File: src/core/tsl_defines.vh
// Shared offsets, field positions, codes and reset values of the transport status log block
`ifndef TSL_DEFINES_VH
`define TSL_DEFINES_VH

// Register byte offsets
`define TSL_OFS_CMD_LO 5'h00
`define TSL_OFS_CMD_HI 5'h04
`define TSL_OFS_ATA_STATUS 5'h08
`define TSL_OFS_PAGE_DATA 5'h0c
`define TSL_OFS_DEV_STATE 5'h10

// Field positions in the command registers
`define TSL_LO_FEATURE 7:0
`define TSL_LO_COUNT 15:8
`define TSL_LO_LBA_LOW 23:16
`define TSL_LO_LBA_MID 31:24
`define TSL_HI_LBA_HIGH 7:0
`define TSL_HI_COUNT_PREV 15:8
`define TSL_HI_MID_PREV 23:16
`define TSL_HI_COMMAND 31:24

// Status register bit positions
`define TSL_ST_ACCEPTED 0
`define TSL_ST_FAILED 1
`define TSL_ST_PAGE_BUSY 2
`define TSL_ST_SEG_INIT 3

// Taskfile codes
`define TSL_CMD_SMART 8'hb0
`define TSL_CMD_READ_LOG_EXT 8'h2f
`define TSL_CMD_WRITE_LOG_EXT 8'h3f
`define TSL_FEAT_SMART_RD_LOG 8'hd5
`define TSL_FEAT_SMART_WR_LOG 8'hd6
`define TSL_SMART_CYL_LOW 8'h4f
`define TSL_SMART_CYL_HIGH 8'hc2
`define TSL_PAGE_STATUS 8'he0
`define TSL_PAGE_DATA 8'he1
`define TSL_COUNT_ONE 8'h01
`define TSL_COUNT_EIGHT 8'h08

// Status page content
`define TSL_FORMAT_VERSION 16'h0003
`define TSL_SPEC_LEVEL 16'h0001
`define TSL_EXT_BUSY 16'hffff
`define TSL_EXT_IDLE 16'h0000
`define TSL_PAGE_LAST_WORD 7'h7f

// Drive status codes
`define TSL_DS_ACTIVE 8'h00
`define TSL_DS_STANDBY 8'h01
`define TSL_DS_SLEEP 8'h02
`define TSL_DS_SELF_TEST 8'h03
`define TSL_DS_OFFLINE 8'h04
`define TSL_DS_TRANSPORT 8'h05

// Reset values
`define TSL_RST_WORD 32'h00000000
`define TSL_RST_BYTE 8'h00

`endif

File: src/core/tsl_fifo.v
// Synchronous valid/ready FIFO with parameterised width and depth
`timescale 1ns/10ps
module tsl_fifo #(
  parameter WIDTH = 32,
  parameter DEPTH = 8,
  parameter AW = 3
) (
  // Clock and reset
  input wire clk_in,
  input wire resetn_in,
  // Fill side
  input wire in_valid_in,
  input wire [WIDTH-1:0] in_data_in,
  output wire in_ready_out,
  // Drain side
  output wire out_valid_out,
  output wire [WIDTH-1:0] out_data_out,
  input wire out_ready_in
);
  reg [WIDTH-1:0] mem_reg [0:DEPTH-1];
  reg [AW-1:0] wr_ptr_reg;
  reg [AW-1:0] rd_ptr_reg;
  reg [AW:0] count_reg;
  wire push;
  wire pop;

  assign in_ready_out = (count_reg != DEPTH[AW:0]);
  assign out_valid_out = (count_reg != {(AW+1){1'b0}});
  assign out_data_out = mem_reg[rd_ptr_reg];
  assign push = in_valid_in && in_ready_out;
  assign pop = out_valid_out && out_ready_in;

  always @(posedge clk_in) begin
    if (push) begin
      mem_reg[wr_ptr_reg] <= in_data_in;
    end
  end

  always @(posedge clk_in or negedge resetn_in) begin
    if (!resetn_in) begin
      wr_ptr_reg <= {AW{1'b0}};
      rd_ptr_reg <= {AW{1'b0}};
      count_reg <= {(AW+1){1'b0}};
    end else begin
      if (push) begin
        wr_ptr_reg <= (wr_ptr_reg == DEPTH[AW-1:0] - 1'b1) ? {AW{1'b0}} : wr_ptr_reg + 1'b1;
      end
      if (pop) begin
        rd_ptr_reg <= (rd_ptr_reg == DEPTH[AW-1:0] - 1'b1) ? {AW{1'b0}} : rd_ptr_reg + 1'b1;
      end
      if (push && !pop) begin
        count_reg <= count_reg + 1'b1;
      end else if (pop && !push) begin
        count_reg <= count_reg - 1'b1;
      end
    end
  end
endmodule // tsl_fifo

File: src/core/tsl_cmd_decode.v
// Taskfile decoder that classifies log page status and data transfer commands
`timescale 1ns/10ps
`include "tsl_defines.vh"
module tsl_cmd_decode (
  // Taskfile fields
  input wire [7:0] command_in,
  input wire [7:0] feature_in,
  input wire [7:0] count_in,
  input wire [7:0] count_prev_in,
  input wire [7:0] lba_low_in,
  input wire [7:0] lba_mid_in,
  input wire [7:0] mid_prev_in,
  input wire [7:0] lba_high_in,
  // Classification
  output wire status_req_out,
  output wire data_req_out,
  output wire data_write_out
);
  wire smart_sig;
  wire smart_status;
  wire smart_data;
  wire ext_zero;
  wire ext_status;
  wire ext_data;

  assign smart_sig = (command_in == `TSL_CMD_SMART) && (lba_mid_in == `TSL_SMART_CYL_LOW)
    && (lba_high_in == `TSL_SMART_CYL_HIGH);
  assign smart_status = smart_sig && (feature_in == `TSL_FEAT_SMART_RD_LOG)
    && (count_in == `TSL_COUNT_ONE) && (lba_low_in == `TSL_PAGE_STATUS);
  assign smart_data = smart_sig && (lba_low_in == `TSL_PAGE_DATA)
    && ((feature_in == `TSL_FEAT_SMART_RD_LOG) || (feature_in == `TSL_FEAT_SMART_WR_LOG));
  assign ext_zero = (count_prev_in == `TSL_RST_BYTE) && (lba_mid_in == `TSL_RST_BYTE)
    && (mid_prev_in == `TSL_RST_BYTE);
  // Status page read through the extended log opcode; feature bytes are ignored
  assign ext_status = (command_in == `TSL_CMD_READ_LOG_EXT) && ext_zero
    && (count_in == `TSL_COUNT_ONE) && (lba_low_in == `TSL_PAGE_STATUS); // [RULE6]
  assign ext_data = ((command_in == `TSL_CMD_READ_LOG_EXT)
    || (command_in == `TSL_CMD_WRITE_LOG_EXT)) && ext_zero && (lba_low_in == `TSL_PAGE_DATA)
    && ((count_in == `TSL_COUNT_ONE) || (count_in == `TSL_COUNT_EIGHT)); // [RULE1]

  assign status_req_out = smart_status || ext_status; // [RULE5]
  assign data_req_out = smart_data || ext_data;
  assign data_write_out = (smart_data && (feature_in == `TSL_FEAT_SMART_WR_LOG))
    || (ext_data && (command_in == `TSL_CMD_WRITE_LOG_EXT));
endmodule // tsl_cmd_decode

File: src/core/tsl_status_log.v
// Transport status log access: taskfile registers, status page generator and Avalon-MM slave
//
// Function
// (RULE1) A data log transfer by extended log uses read or write opcode, data page, count 1 or 8, zero prev count and mid.
// (RULE2) After a transport command the ATA status tells only whether it was accepted or failed, not its completion.
// (RULE3) Reading the status log page returns the transport status, which the host may poll.
// (RULE4) A status page read is accepted at any time and leaves power state and background work untouched; here one is refused while a page is still pending.
// (RULE5) A status request by SMART uses the SMART opcode, read-log feature, count 1, status page and signature cylinders.
// (RULE6) A status request by extended log read uses that opcode, status page, count 1, zero prev count and mid.
// (RULE7) The first page word holds the response format version, fixed at three.
// (RULE8) The second page word holds the vendor-chosen implementation version.
// (RULE9) The third page word holds the supported transport specification level, one.
// (RULE10) Flag bit 0 is set once a write-same has written every block without error; bits 1 to 31 read zero.
// (RULE11) The segment-initialized flag clears whenever any user block is written, cached or not.
// (RULE12) The segment-initialized flag also clears on any capacity change by max-address set or config overlay.
// (RULE13) The segment-initialized flag survives a power cycle through nonvolatile storage.
// (RULE14) The drive-status byte encodes idle 0, standby 1, sleep 2, self-test 3, offline collection 4, transport 5.
// (RULE15) The extended status code reads all ones while a transport command runs in the background.
// (RULE16) Multi-byte page fields are stored least significant byte first and reserved bytes read zero.
`timescale 1ns/10ps
`include "tsl_defines.vh"
module tsl_status_log #(
  parameter IMPL_VERSION = 16'h0100,
  parameter FIFO_DEPTH = 8,
  parameter FIFO_AW = 3
) (
  // Clock and reset
  input wire clk_in,
  input wire resetn_in,
  // Avalon-MM slave
  input wire [4:0] avs_address_in,
  input wire avs_read_in,
  input wire avs_write_in,
  input wire [31:0] avs_writedata_in,
  output wire [31:0] avs_readdata_out,
  output wire avs_waitrequest_out,
  // Drive condition from the rest of the device
  input wire standby_in,
  input wire sleep_in,
  input wire drive_self_test_in,
  input wire offline_data_collection_in,
  input wire command_transport_busy_in,
  input wire lba_write_in,
  input wire max_address_set_in,
  input wire config_overlay_in,
  input wire write_same_done_in,
  // Nonvolatile segment flag storage
  input wire nv_seg_flag_in,
  output wire nv_seg_flag_out,
  output wire nv_store_out,
  // Data log transfer request
  output wire data_log_req_out,
  output wire data_log_write_out
);
  reg [31:0] cmd_lo_reg;
  reg [31:0] cmd_hi_reg;
  reg issue_reg;
  reg accepted_reg;
  reg failed_reg;
  reg seg_flag_reg;
  reg nv_loaded_reg;
  reg nv_store_reg;
  reg [7:0] drive_state_reg;
  reg gen_active_reg;
  reg [6:0] gen_idx_reg;
  reg data_req_reg;
  reg data_write_reg;
  reg [31:0] readdata_reg;
  reg waitrequest_reg;
  reg [7:0] drive_state_next;
  reg [31:0] page_word;
  reg [31:0] rd_value;
  reg [31:0] cmd_lo_next;
  reg [31:0] cmd_hi_next;
  reg [31:0] readdata_next;
  reg waitrequest_next;
  reg gen_active_next;
  reg [6:0] gen_idx_next;
  reg seg_flag_next;
  reg nv_store_next;
  wire status_req;
  wire data_req;
  wire data_write;
  wire fifo_in_ready;
  wire fifo_out_valid;
  wire [31:0] fifo_out_data;
  wire fifo_pop;
  wire page_busy;
  wire bus_req;
  wire rd_data_sel;
  wire serve;
  wire hi_write;
  wire [15:0] ext_status;
  wire [31:0] flags_word;
  wire page_start;
  wire cmd_ok;

  tsl_cmd_decode u_decode (
    .command_in(cmd_hi_reg[`TSL_HI_COMMAND]),
    .feature_in(cmd_lo_reg[`TSL_LO_FEATURE]),
    .count_in(cmd_lo_reg[`TSL_LO_COUNT]),
    .count_prev_in(cmd_hi_reg[`TSL_HI_COUNT_PREV]),
    .lba_low_in(cmd_lo_reg[`TSL_LO_LBA_LOW]),
    .lba_mid_in(cmd_lo_reg[`TSL_LO_LBA_MID]),
    .mid_prev_in(cmd_hi_reg[`TSL_HI_MID_PREV]),
    .lba_high_in(cmd_hi_reg[`TSL_HI_LBA_HIGH]),
    .status_req_out(status_req),
    .data_req_out(data_req),
    .data_write_out(data_write)
  );

  tsl_fifo #(
    .WIDTH(32),
    .DEPTH(FIFO_DEPTH),
    .AW(FIFO_AW)
  ) u_fifo (
    .clk_in(clk_in),
    .resetn_in(resetn_in),
    .in_valid_in(gen_active_reg),
    .in_data_in(page_word),
    .in_ready_out(fifo_in_ready),
    .out_valid_out(fifo_out_valid),
    .out_data_out(fifo_out_data),
    .out_ready_in(fifo_pop)
  );

  // Bus handshake: one wait cycle, more while a page data read stalls, then waitrequest low for exactly one edge
  assign bus_req = (avs_read_in || avs_write_in) && waitrequest_reg;
  assign page_busy = gen_active_reg || fifo_out_valid;
  assign rd_data_sel = avs_read_in && (avs_address_in == `TSL_OFS_PAGE_DATA);
  // A page data read stalls while the page is still being produced but the FIFO is empty
  assign serve = bus_req && !(rd_data_sel && gen_active_reg && !fifo_out_valid);
  assign fifo_pop = serve && rd_data_sel && fifo_out_valid;
  assign hi_write = serve && avs_write_in && (avs_address_in == `TSL_OFS_CMD_HI);
  // A status request while a page is still pending is refused
  assign page_start = issue_reg && status_req && !page_busy; // [RULE3] [RULE4]
  assign cmd_ok = (status_req && !page_busy) || data_req;

  // Background transport work shows as all ones, otherwise the idle code
  assign ext_status = command_transport_busy_in ? `TSL_EXT_BUSY : `TSL_EXT_IDLE; // [RULE15]
  assign flags_word = {31'h00000000, seg_flag_reg}; // [RULE10]

  // Page words are built byte 0 in bits 7:0, so fields land low byte first
  always @* begin
    page_word = `TSL_RST_WORD; // [RULE16]
    case (gen_idx_reg)
      7'h00: page_word = {IMPL_VERSION[15:0], `TSL_FORMAT_VERSION}; // [RULE7] [RULE8]
      7'h01: page_word = {flags_word[15:0], `TSL_SPEC_LEVEL}; // [RULE9] [RULE10]
      7'h02: page_word = {`TSL_RST_BYTE, drive_state_reg, flags_word[31:16]}; // [RULE14]
      7'h03: page_word = {ext_status, `TSL_RST_BYTE, `TSL_RST_BYTE}; // [RULE15] [RULE16]
      default: page_word = `TSL_RST_WORD; // [RULE16]
    endcase
  end

  // Drive status code, background work taking priority over power states
  always @* begin
    drive_state_next = `TSL_DS_ACTIVE;
    if (command_transport_busy_in) begin
      drive_state_next = `TSL_DS_TRANSPORT; // [RULE14]
    end else if (offline_data_collection_in) begin
      drive_state_next = `TSL_DS_OFFLINE; // [RULE14]
    end else if (drive_self_test_in) begin
      drive_state_next = `TSL_DS_SELF_TEST; // [RULE14]
    end else if (sleep_in) begin
      drive_state_next = `TSL_DS_SLEEP; // [RULE14]
    end else if (standby_in) begin
      drive_state_next = `TSL_DS_STANDBY; // [RULE14]
    end
  end

  // Register read multiplexer
  always @* begin
    rd_value = `TSL_RST_WORD;
    case (avs_address_in)
      `TSL_OFS_CMD_LO: rd_value = cmd_lo_reg;
      `TSL_OFS_CMD_HI: rd_value = cmd_hi_reg;
      `TSL_OFS_ATA_STATUS: rd_value = {28'h0000000, seg_flag_reg, page_busy, failed_reg,
        accepted_reg}; // [RULE2]
      `TSL_OFS_PAGE_DATA: rd_value = fifo_out_valid ? fifo_out_data : `TSL_RST_WORD; // [RULE3]
      `TSL_OFS_DEV_STATE: rd_value = {24'h000000, drive_state_reg};
      default: rd_value = `TSL_RST_WORD;
    endcase
  end

  // Avalon slave next values; waitrequest drops only in the cycle after a served edge
  always @* begin
    waitrequest_next = !serve;
    readdata_next = readdata_reg;
    cmd_lo_next = cmd_lo_reg;
    cmd_hi_next = cmd_hi_reg;
    if (serve) begin
      readdata_next = avs_read_in ? rd_value : `TSL_RST_WORD;
      if (avs_write_in && (avs_address_in == `TSL_OFS_CMD_LO)) begin
        cmd_lo_next = avs_writedata_in;
      end
      if (hi_write) begin
        cmd_hi_next = avs_writedata_in;
      end
    end
  end

  // Avalon slave and taskfile registers
  always @(posedge clk_in or negedge resetn_in) begin
    if (!resetn_in) begin
      cmd_lo_reg <= `TSL_RST_WORD;
      cmd_hi_reg <= `TSL_RST_WORD;
      issue_reg <= 1'b0;
      readdata_reg <= `TSL_RST_WORD;
      waitrequest_reg <= 1'b1;
    end else begin
      issue_reg <= hi_write;
      waitrequest_reg <= waitrequest_next;
      readdata_reg <= readdata_next;
      cmd_lo_reg <= cmd_lo_next;
      cmd_hi_reg <= cmd_hi_next;
    end
  end

  // Command outcome; a status read while a page is still pending is refused
  always @(posedge clk_in or negedge resetn_in) begin
    if (!resetn_in) begin
      accepted_reg <= 1'b0;
      failed_reg <= 1'b0;
      data_req_reg <= 1'b0;
      data_write_reg <= 1'b0;
    end else begin
      data_req_reg <= 1'b0;
      if (issue_reg) begin
        // Only accept or fail is reported; transport completion never shows here
        accepted_reg <= cmd_ok; // [RULE2]
        failed_reg <= !cmd_ok; // [RULE2]
        data_req_reg <= data_req; // [RULE1]
        // Direction follows the last accepted data command only
        if (data_req) begin
          data_write_reg <= data_write;
        end
      end
    end
  end

  // Status page generator; it touches no power or background control
  always @* begin
    gen_active_next = gen_active_reg;
    gen_idx_next = gen_idx_reg;
    if (page_start) begin
      gen_active_next = 1'b1; // [RULE3] [RULE4]
      gen_idx_next = 7'h00;
    end else if (gen_active_reg && fifo_in_ready) begin
      if (gen_idx_reg == `TSL_PAGE_LAST_WORD) begin
        gen_active_next = 1'b0;
      end
      gen_idx_next = gen_idx_reg + 7'h01;
    end
  end

  always @(posedge clk_in or negedge resetn_in) begin
    if (!resetn_in) begin
      gen_active_reg <= 1'b0;
      gen_idx_reg <= 7'h00;
    end else begin
      gen_active_reg <= gen_active_next;
      gen_idx_reg <= gen_idx_next;
    end
  end

  // Drive status sampling
  always @(posedge clk_in or negedge resetn_in) begin
    if (!resetn_in) begin
      drive_state_reg <= `TSL_DS_ACTIVE;
    end else begin
      drive_state_reg <= drive_state_next;
    end
  end

  // Segment flag next value; a write or capacity change beats a write-same in the same cycle
  always @* begin
    seg_flag_next = seg_flag_reg;
    nv_store_next = 1'b0;
    if (!nv_loaded_reg) begin
      seg_flag_next = nv_seg_flag_in; // [RULE13]
    end else if (lba_write_in || max_address_set_in || config_overlay_in) begin
      seg_flag_next = 1'b0; // [RULE11] [RULE12]
      nv_store_next = seg_flag_reg; // [RULE13]
    end else if (write_same_done_in) begin
      seg_flag_next = 1'b1; // [RULE10]
      nv_store_next = !seg_flag_reg; // [RULE13]
    end
  end

  // Segment-initialized flag, restored from storage after reset release
  always @(posedge clk_in or negedge resetn_in) begin
    if (!resetn_in) begin
      seg_flag_reg <= 1'b0;
      nv_loaded_reg <= 1'b0;
      nv_store_reg <= 1'b0;
    end else begin
      seg_flag_reg <= seg_flag_next;
      nv_loaded_reg <= 1'b1;
      nv_store_reg <= nv_store_next;
    end
  end

  assign avs_readdata_out = readdata_reg;
  assign avs_waitrequest_out = waitrequest_reg;
  assign nv_seg_flag_out = seg_flag_reg;
  assign nv_store_out = nv_store_reg;
  assign data_log_req_out = data_req_reg;
  assign data_log_write_out = data_write_reg;
endmodule // tsl_status_log

File: config.mk
export PLATFORM = sky130hd
export DESIGN_NAME = tsl_status_log
export DESIGN_NICKNAME = d
export VERILOG_FILES = /design/src/core/tsl_fifo.v /design/src/core/tsl_cmd_decode.v /design/src/core/tsl_status_log.v
export VERILOG_INCLUDE_DIRS = /design/src /design/src/core
export SDC_FILE = /design/constraint.sdc
export NUM_CORES = 1
export LEC_CHECK = 0
export BUFFER_PORTS_ARGS = -buffer_cell sky130_fd_sc_hd__buf_2
export CAP_MARGIN = 0
export CORE_MARGIN = 2
export CORE_UTILIZATION = 37
export DETAILED_ROUTE_END_ITERATION = 16
export GPL_TIMING_DRIVEN = 0
export HOLD_SLACK_MARGIN = 0.03
export PLACE_DENSITY = 0.57
export SETUP_SLACK_MARGIN = 0.1
export SYNTH_ARGS = -nofsm -noshare
export SYNTH_HDL_FRONTEND = slang
export SYNTH_SLANG_ARGS = --single-unit
File: constraint.sdc
create_clock -name clk_in -period 4 [get_ports clk_in]
set_input_delay 0.8 -clock clk_in [delete_from_list [all_inputs] [get_ports clk_in]]
set_output_delay 0.8 -clock clk_in [all_outputs]
set_load 0.01 [all_outputs]
==> impl_metrics.toml, run 1 <==
[run_status]
status = "completed"

[clock_tree]
clockBufferDepth = 2
clk_latency_ns = 0.43
cts_tree = "built"
cts.clk_slew.worst_paths_ns = 0.07
cts_num_sinks = 182
postCtsSetupRepairBufs = 0
hold_buffers = 0
cts-resized-gates = 0
htree_levels = 4
cts_buffers = 17
cts-root-buf = "clkbuf_16"

[sta]
setup_viol = 0
fmax_mhz = 337
rsz0062_at_grt = "no"
fin_skew_ns = 0.0110
drv_slew = 0
finalHoldViolations = 0
relSlewSlack = 0.175
hold_slack_ns = 0.296
final.setup.tns_ns = 0
worst_pin_slew_ns = 1.23
fin_crit_sh = 0.741
period_needed_ns = 2.96

[setup_path]
start_kind = "register"
cp.depth = 11
timing.critical_path.max_delay_family = "simple AND/OR/NAND/NOR gates"
reg2reg_from = "u_fifo.count_reg[0]"
required_ns = 4.31
worst-path-buf-inv = 2
r2r_cells = 11
cpPeakStageDelay_ns = 0.58
cp_slowest_cell = "or4_1"
critPathMaxFanout = 10
critPathCaptureType = "register"
crit_chain = "or4_1, nand4_1, buf_2, ha_1, inv_1, ha_1, a21o_1, a21oi_1, xnor2_1, nor2_1, xnor2_1"
path_class = "reg2reg"
worstPathArrival_ns = 3.28
r2r-end = "u_fifo.count_reg[3]"
r2r_slack_ns = 1.04

[power_and_ir_drop]
power_frac_comb = 0.093
switching_share = 0.249
p_leak_nw = 4.08
power_density_nw_per_um2 = 454
switchingPower_mw = 1.05
clkPwrFrac = 0.397
seqPwrFrac = 0.511
peakVddDrop_uv = 203
power.internal_mw = 3.16

[detailed_routing]
via_per_inst = 5.24
vias = 5031
wl_per_cell_um = 19.4
drtAntennaViolNets = 0
first_iter_violations = 303
drc = 0
postRouteWirelength_mm = 18.6
firstDrtPassIters = 5

[die]
fp.coreArea_um2 = 20900
dieHeight_um = 150
rows = 53
die_w_um = 150
io-pin-count = 88
die-area_um2 = 22400
initial_core_util = 0.376

[placed_design]
gp_congestion = 0.831
io_buffer_count = 87
hpwl_mm = 13.6

[synth]
synth_edf_count = 56
synth_area_um2 = 7850
syn_inst = 564
synth_nets = 627
async_flop_share = 0.692
synthFlopType = "dfrtp_1"
syn_area_per_cell_um2 = 13.9
yosysUniqueCellTypes = 63
ys_ff_latch = 182
synth_warnings = 0
yosysSeqAreaShare = 0.616

[grt]
grt_pass1_wl_mm = 29.5
grt_pass1_vias = 5245
overflow = 0
grt.total_usage = 0.176
grt_max_degree = 81
antenna_found_initial = 0

[cells_and_area]
n_fill_cell = 1918
antenna_cells = 0
layout.nets = 735
layout-drive-gt1-share = 0.339
areaGrowthSynthToFinish_pct = 18.1
largest_reg_flops = 56

[min_path]
hp-class = "in2async"

[flow_run]
max-cap-violations = 0
-- worst max-delay path by stage --
stage / startpoint / endpoint / slack, ns
final: u_fifo.count_reg[0] / u_fifo.count_reg[3] / 1.04
after global routing: u_fifo.count_reg[0] / u_fifo.count_reg[3] / 0.81
after CTS: u_fifo.count_reg[0] / u_fifo.count_reg[3] / 1.00
after floorplan: avs_address_in[1] / u_fifo.count_reg[3] / 1.21
after detailed placement: avs_address_in[1] / u_fifo.count_reg[3] / 0.68
after global placement: resetn_in / cmd_hi_reg[15] / 0.56
-- power groups by stage --
stage          Clock (mW)  Combinational [mW]  Sequential (mW)
2_1_floorplan           0               0.259             2.14
3_3_place_gp            0               0.375             2.18
3_5_place_dp            0               0.397             2.19
4_1_cts              1.71               0.398             2.15
5_1_grt              1.78               0.433             2.17
6_report             1.67               0.390             2.15
-- cell families (layout without fill, tap and decap cells) --
| kind of cell | after synthesis | count (layout) | share of synthesized area |
|---|---|---|---|
| flip-flops | 182 | 182 | 0.616 |
| AND/OR/NAND/NOR | 137 | 137 | 0.0949 |
| AO/OA/AOI/OAI | 96 | 96 | 0.0893 |
| multiplexers | 90 | 90 | 0.148 |
| buffers and inverters | 35 | 156 | 0.0188 |
| adder cells (fa/ha/maj) | 12 | 12 | 0.0201 |
| XOR/XNOR | 11 | 11 | 0.0123 |
| other | 1 | 1 | 0.000478 |
-- area by class of cell --
class	instances	area [um2]	area share
multi-input combinational	347	2870	0.310
buffer	27	118	0.0127
timing repair buffer	89	477	0.0514
clock inverter	11	114	0.0123
inverter	8	30.0	0.00324
sequential	182	4840	0.522
tap	275	344	0.0371
clock buffer	21	482	0.0520
-- layout by cell type, fill, tap and decap left out, types with 6 or more instances in the layout --
cell	Yosys	final
ha_1	11	11
mux2_2	66	66
xnor2_1	6	6
dfrtp_1	125	125
buf_2	13	99
clkbuf_16	0	18
a21oi_1	8	8
mux4_2	14	14
nor2_1	21	21
nand4_1	7	7
o21ai_0	18	18
nor3_1	11	11
a21o_1	6	6
nand2_1	50	50
o211ai_1	14	14
mux2i_1	9	9
edfxtp_1	56	56
inv_1	7	7
a22oi_1	30	30
clkbuf_1	10	11
nor4_1	7	6
-- synthesized netlist by cell type, types with 2 or more instances --
cell type,count,share of area
nor4_1,7,0.0056
and2_1,4,0.0032
inv_1,7,0.0033
xor2_1,5,0.0056
or2_2,3,0.0024
mux2i_1,9,0.011
nand4b_1,2,0.0022
a31o_2,2,0.0022
nand2b_1,2,0.0016
a22oi_1,30,0.029
clkbuf_1,10,0.0048
nor4b_2,2,0.0038
buf_2,13,0.0083
a211o_1,3,0.0033
nand2_1,50,0.024
a32oi_1,2,0.0022
xnor2_1,6,0.0067
o221ai_1,4,0.0045
ha_1,11,0.018
mux4_2,14,0.040
nand4_1,7,0.0056
nand3_1,4,0.0026
nor2_1,21,0.010
o211ai_1,14,0.013
edfxtp_1,56,0.21
o21a_1,2,0.0019
a21oi_1,8,0.0051
mux2_2,66,0.095
a21o_1,6,0.0057
dfrtp_1,125,0.40
or4_1,3,0.0029
buf_1,4,0.0019
o21ai_0,18,0.011
and3_1,5,0.0040
nor3_1,11,0.0070
-- metal layers --
metal	track usage	wire (um)	vias up	part of all wire
met5	0	0	-	0
met4	0.0543	310	0	0.017
met3	0.0341	687	28	0.037
met2	0.299	9380	107	0.50
met1	0.227	8200	2553	0.44
li1	-	-	2343	-
-- worst reg2reg max path, cell delays in order (launching register included) --
cell	delay, ns
dfrtp_1	0.47
or4_1	0.58
nand4_1	0.19
buf_2	0.26
ha_1	0.22
inv_1	0.10
ha_1	0.30
a21o_1	0.17
a21oi_1	0.19
xnor2_1	0.16
nor2_1	0.08
xnor2_1	0.12
-- metrics by stage --
stage / util / total power, mW / area [um2] / worst slack, ns / cells
floorplan: - / 2.40 / 7850 / 1.21 / 564
global placement: 0.413 / 2.55 / 8630 / 0.563 / 926
detailed placement: 0.415 / 2.58 / 8670 / 0.677 / 928
CTS: 0.444 / 4.26 / 9270 / 1.00 / 960
global route: 0.444 / 4.38 / 9270 / 0.813 / 960
finish: 0.444 / 4.21 / 9270 / 1.04 / 960
(Power assumes the default switching activity.)
==> inputs of run 2 (changes only) <==
PLACE_DENSITY = 0.59   (was 0.57)
clock period = 2.48 ns   (was 4 ns; I/O delays follow)
==> impl_metrics.toml, run 2 (synthesis gave the netlist of run 1 again) <==
[run_status]
status = "completed"

[die]
dieHeight_um = 150
io-pin-count = 88
die-area_um2 = 22400
initial_core_util = 0.376
fp.coreArea_um2 = 20900
die_w_um = 150
rows = 53

[sta]
relSlewSlack = 0.318
fin_crit_sh = 0.969
hold_slack_ns = 0.0344
fmax_mhz = 416
setup_ws_ns = 0.0769
period_needed_ns = 2.40
finalHoldViolations = 0
fin_skew_ns = 0.00760
rsz0062_at_grt = "yes"
worst_pin_slew_ns = 1.01
drv_slew = 0
setup_viol = 0

[setup_path]
worstPathArrival_ns = 2.72
critPathMaxFanout = 5
path_class = "reg2reg"
start_kind = "register"
required_ns = 2.79
worst-path-buf-inv = 2
timing.critical_path.max_delay_family = "simple AND/OR/NAND/NOR gates"
r2r_cells = 11
cp_slowest_cell = "or4_4"
critPathCaptureType = "register"
cp.depth = 11
crit_chain = "or4_4, nand4_1, buf_6, ha_4, inv_4, ha_4, a21o_1, a21oi_2, xnor2_1, nor2_1, xnor2_1"
cpPeakStageDelay_ns = 0.54

[detailed_routing]
via_per_inst = 5.29
first_iter_violations = 219
vias = 5101
postRouteWirelength_mm = 18.3
drc = 0
drtAntennaViolNets = 0
firstDrtPassIters = 4
wl_per_cell_um = 18.9

[power_and_ir_drop]
power_frac_comb = 0.098
power.internal_mw = 5.20
power_density_nw_per_um2 = 728
peakVddDrop_uv = 381
power_mw = 6.85
clkPwrFrac = 0.395
switching_share = 0.241
p_leak_nw = 4.14
switchingPower_mw = 1.65
seqPwrFrac = 0.507

[placed_design]
gp_congestion = 0.797
io_buffer_count = 87
dp.cells = 927
postPlaceCellArea_um2 = 8710
hpwl_mm = 13.5
pre_cts_slack_ns = -0.263

[clock_tree]
cts_buffers = 17
clockBufferDepth = 2
cts_num_sinks = 182
cts-root-buf = "clkbuf_16"
clk_latency_ns = 0.43
cts_tree = "built"
htree_levels = 4
cts.clk_slew.worst_paths_ns = 0.07
hold_buffers = 0

[cells_and_area]
layout.nets = 739
mostFrequentLayoutCell = "dfrtp_1"
mostFrequentLayoutCells = "dfrtp_1 (124), buf_2 (98), mux2_2 (66)"
areaGrowthSynthToFinish_pct = 19.9
fin_cells = 964
n_fill_cell = 1876
antenna_cells = 0
stdcell_area_um2 = 9410
layout-drive-gt1-share = 0.361
largest_reg_flops = 56
multi_input_area_um2 = 2940
seq_area_um2 = 4840

[grt]
overflow = 0
antenna_found_initial = 0
grt_pass1_vias = 5232
grt_max_degree = 66
grt.total_usage = 0.170
grt_pass1_wl_mm = 28.9

[min_path]
hp-class = "in2async"

[flow_run]
max-cap-violations = 0
[run 2: changes by cell type in the layout (fill, tap and decap cells not counted), sizes merged]
cell      before  now
buf          106  110
bufinv         1    0
clkbuf        31   35
clkinv         5    4
clkinvlp       2    0
[run 2: per-layer routing]
layer	track usage	routed length, um
met2	0.292	9340
met5	0	0
met3	0.0341	887
met4	0.0500	278
met1	0.219	7750
[run 2: area by class of cell]
class | instances | area share
plain buffers | 27 | 0.0133
clock buffers | 25 | 0.0595
clock inverters | 7 | 0.00532
inverters | 8 | 0.00372
multi-input cells | 347 | 0.312
flip-flops and latches | 182 | 0.514
well taps | 275 | 0.0366
repair buffers | 93 | 0.0552
[run 2: power by group through the flow]
stage	Clock, mW	Sequential, mW	Combinational, mW
after CTS	2.76	3.47	0.683
after global placement	0	3.52	0.622
after global routing	2.89	3.50	0.748
final	2.70	3.47	0.671
after floorplan	0	3.46	0.431
after detailed placement	0	3.53	0.654
[run 2: worst paths after layout]
| check | from | end | slack, ns |
|---|---|---|---|
| max | u_fifo.count_reg[0] | u_fifo.count_reg[3] | 0.08 |
| min | resetn_in | avs_readdata_out[30] | 0.03 |
| max reg2reg | u_fifo.count_reg[0] | u_fifo.count_reg[3] | 0.08 |
| min reg2reg | avs_readdata_out[13] | avs_readdata_out[13] | 0.47 |
| max in group asynchronous | resetn_in | avs_waitrequest_out | 1.70 |
| min in group clk_in | offline_data_collection_in | drive_state_reg[0] | 0.25 |
[run 2: stage by stage]
stage | util | setup TNS, ns
2_1_floorplan | - | 0
3_3_place_gp | 0.415 | -87.24
6_report | 0.450 | 0
4_1_cts | 0.448 | -0.00386
3_5_place_dp | 0.417 | -6.96
5_1_grt | 0.450 | -0.0258
[run 2: what timing repair did]
item | 4_1_cts | 5_1_grt
buffers inserted | 3 | 2
setup endpoints to repair | 17 | 88
gates resized for setup | 3 | 6
pin swaps | 1 | 5
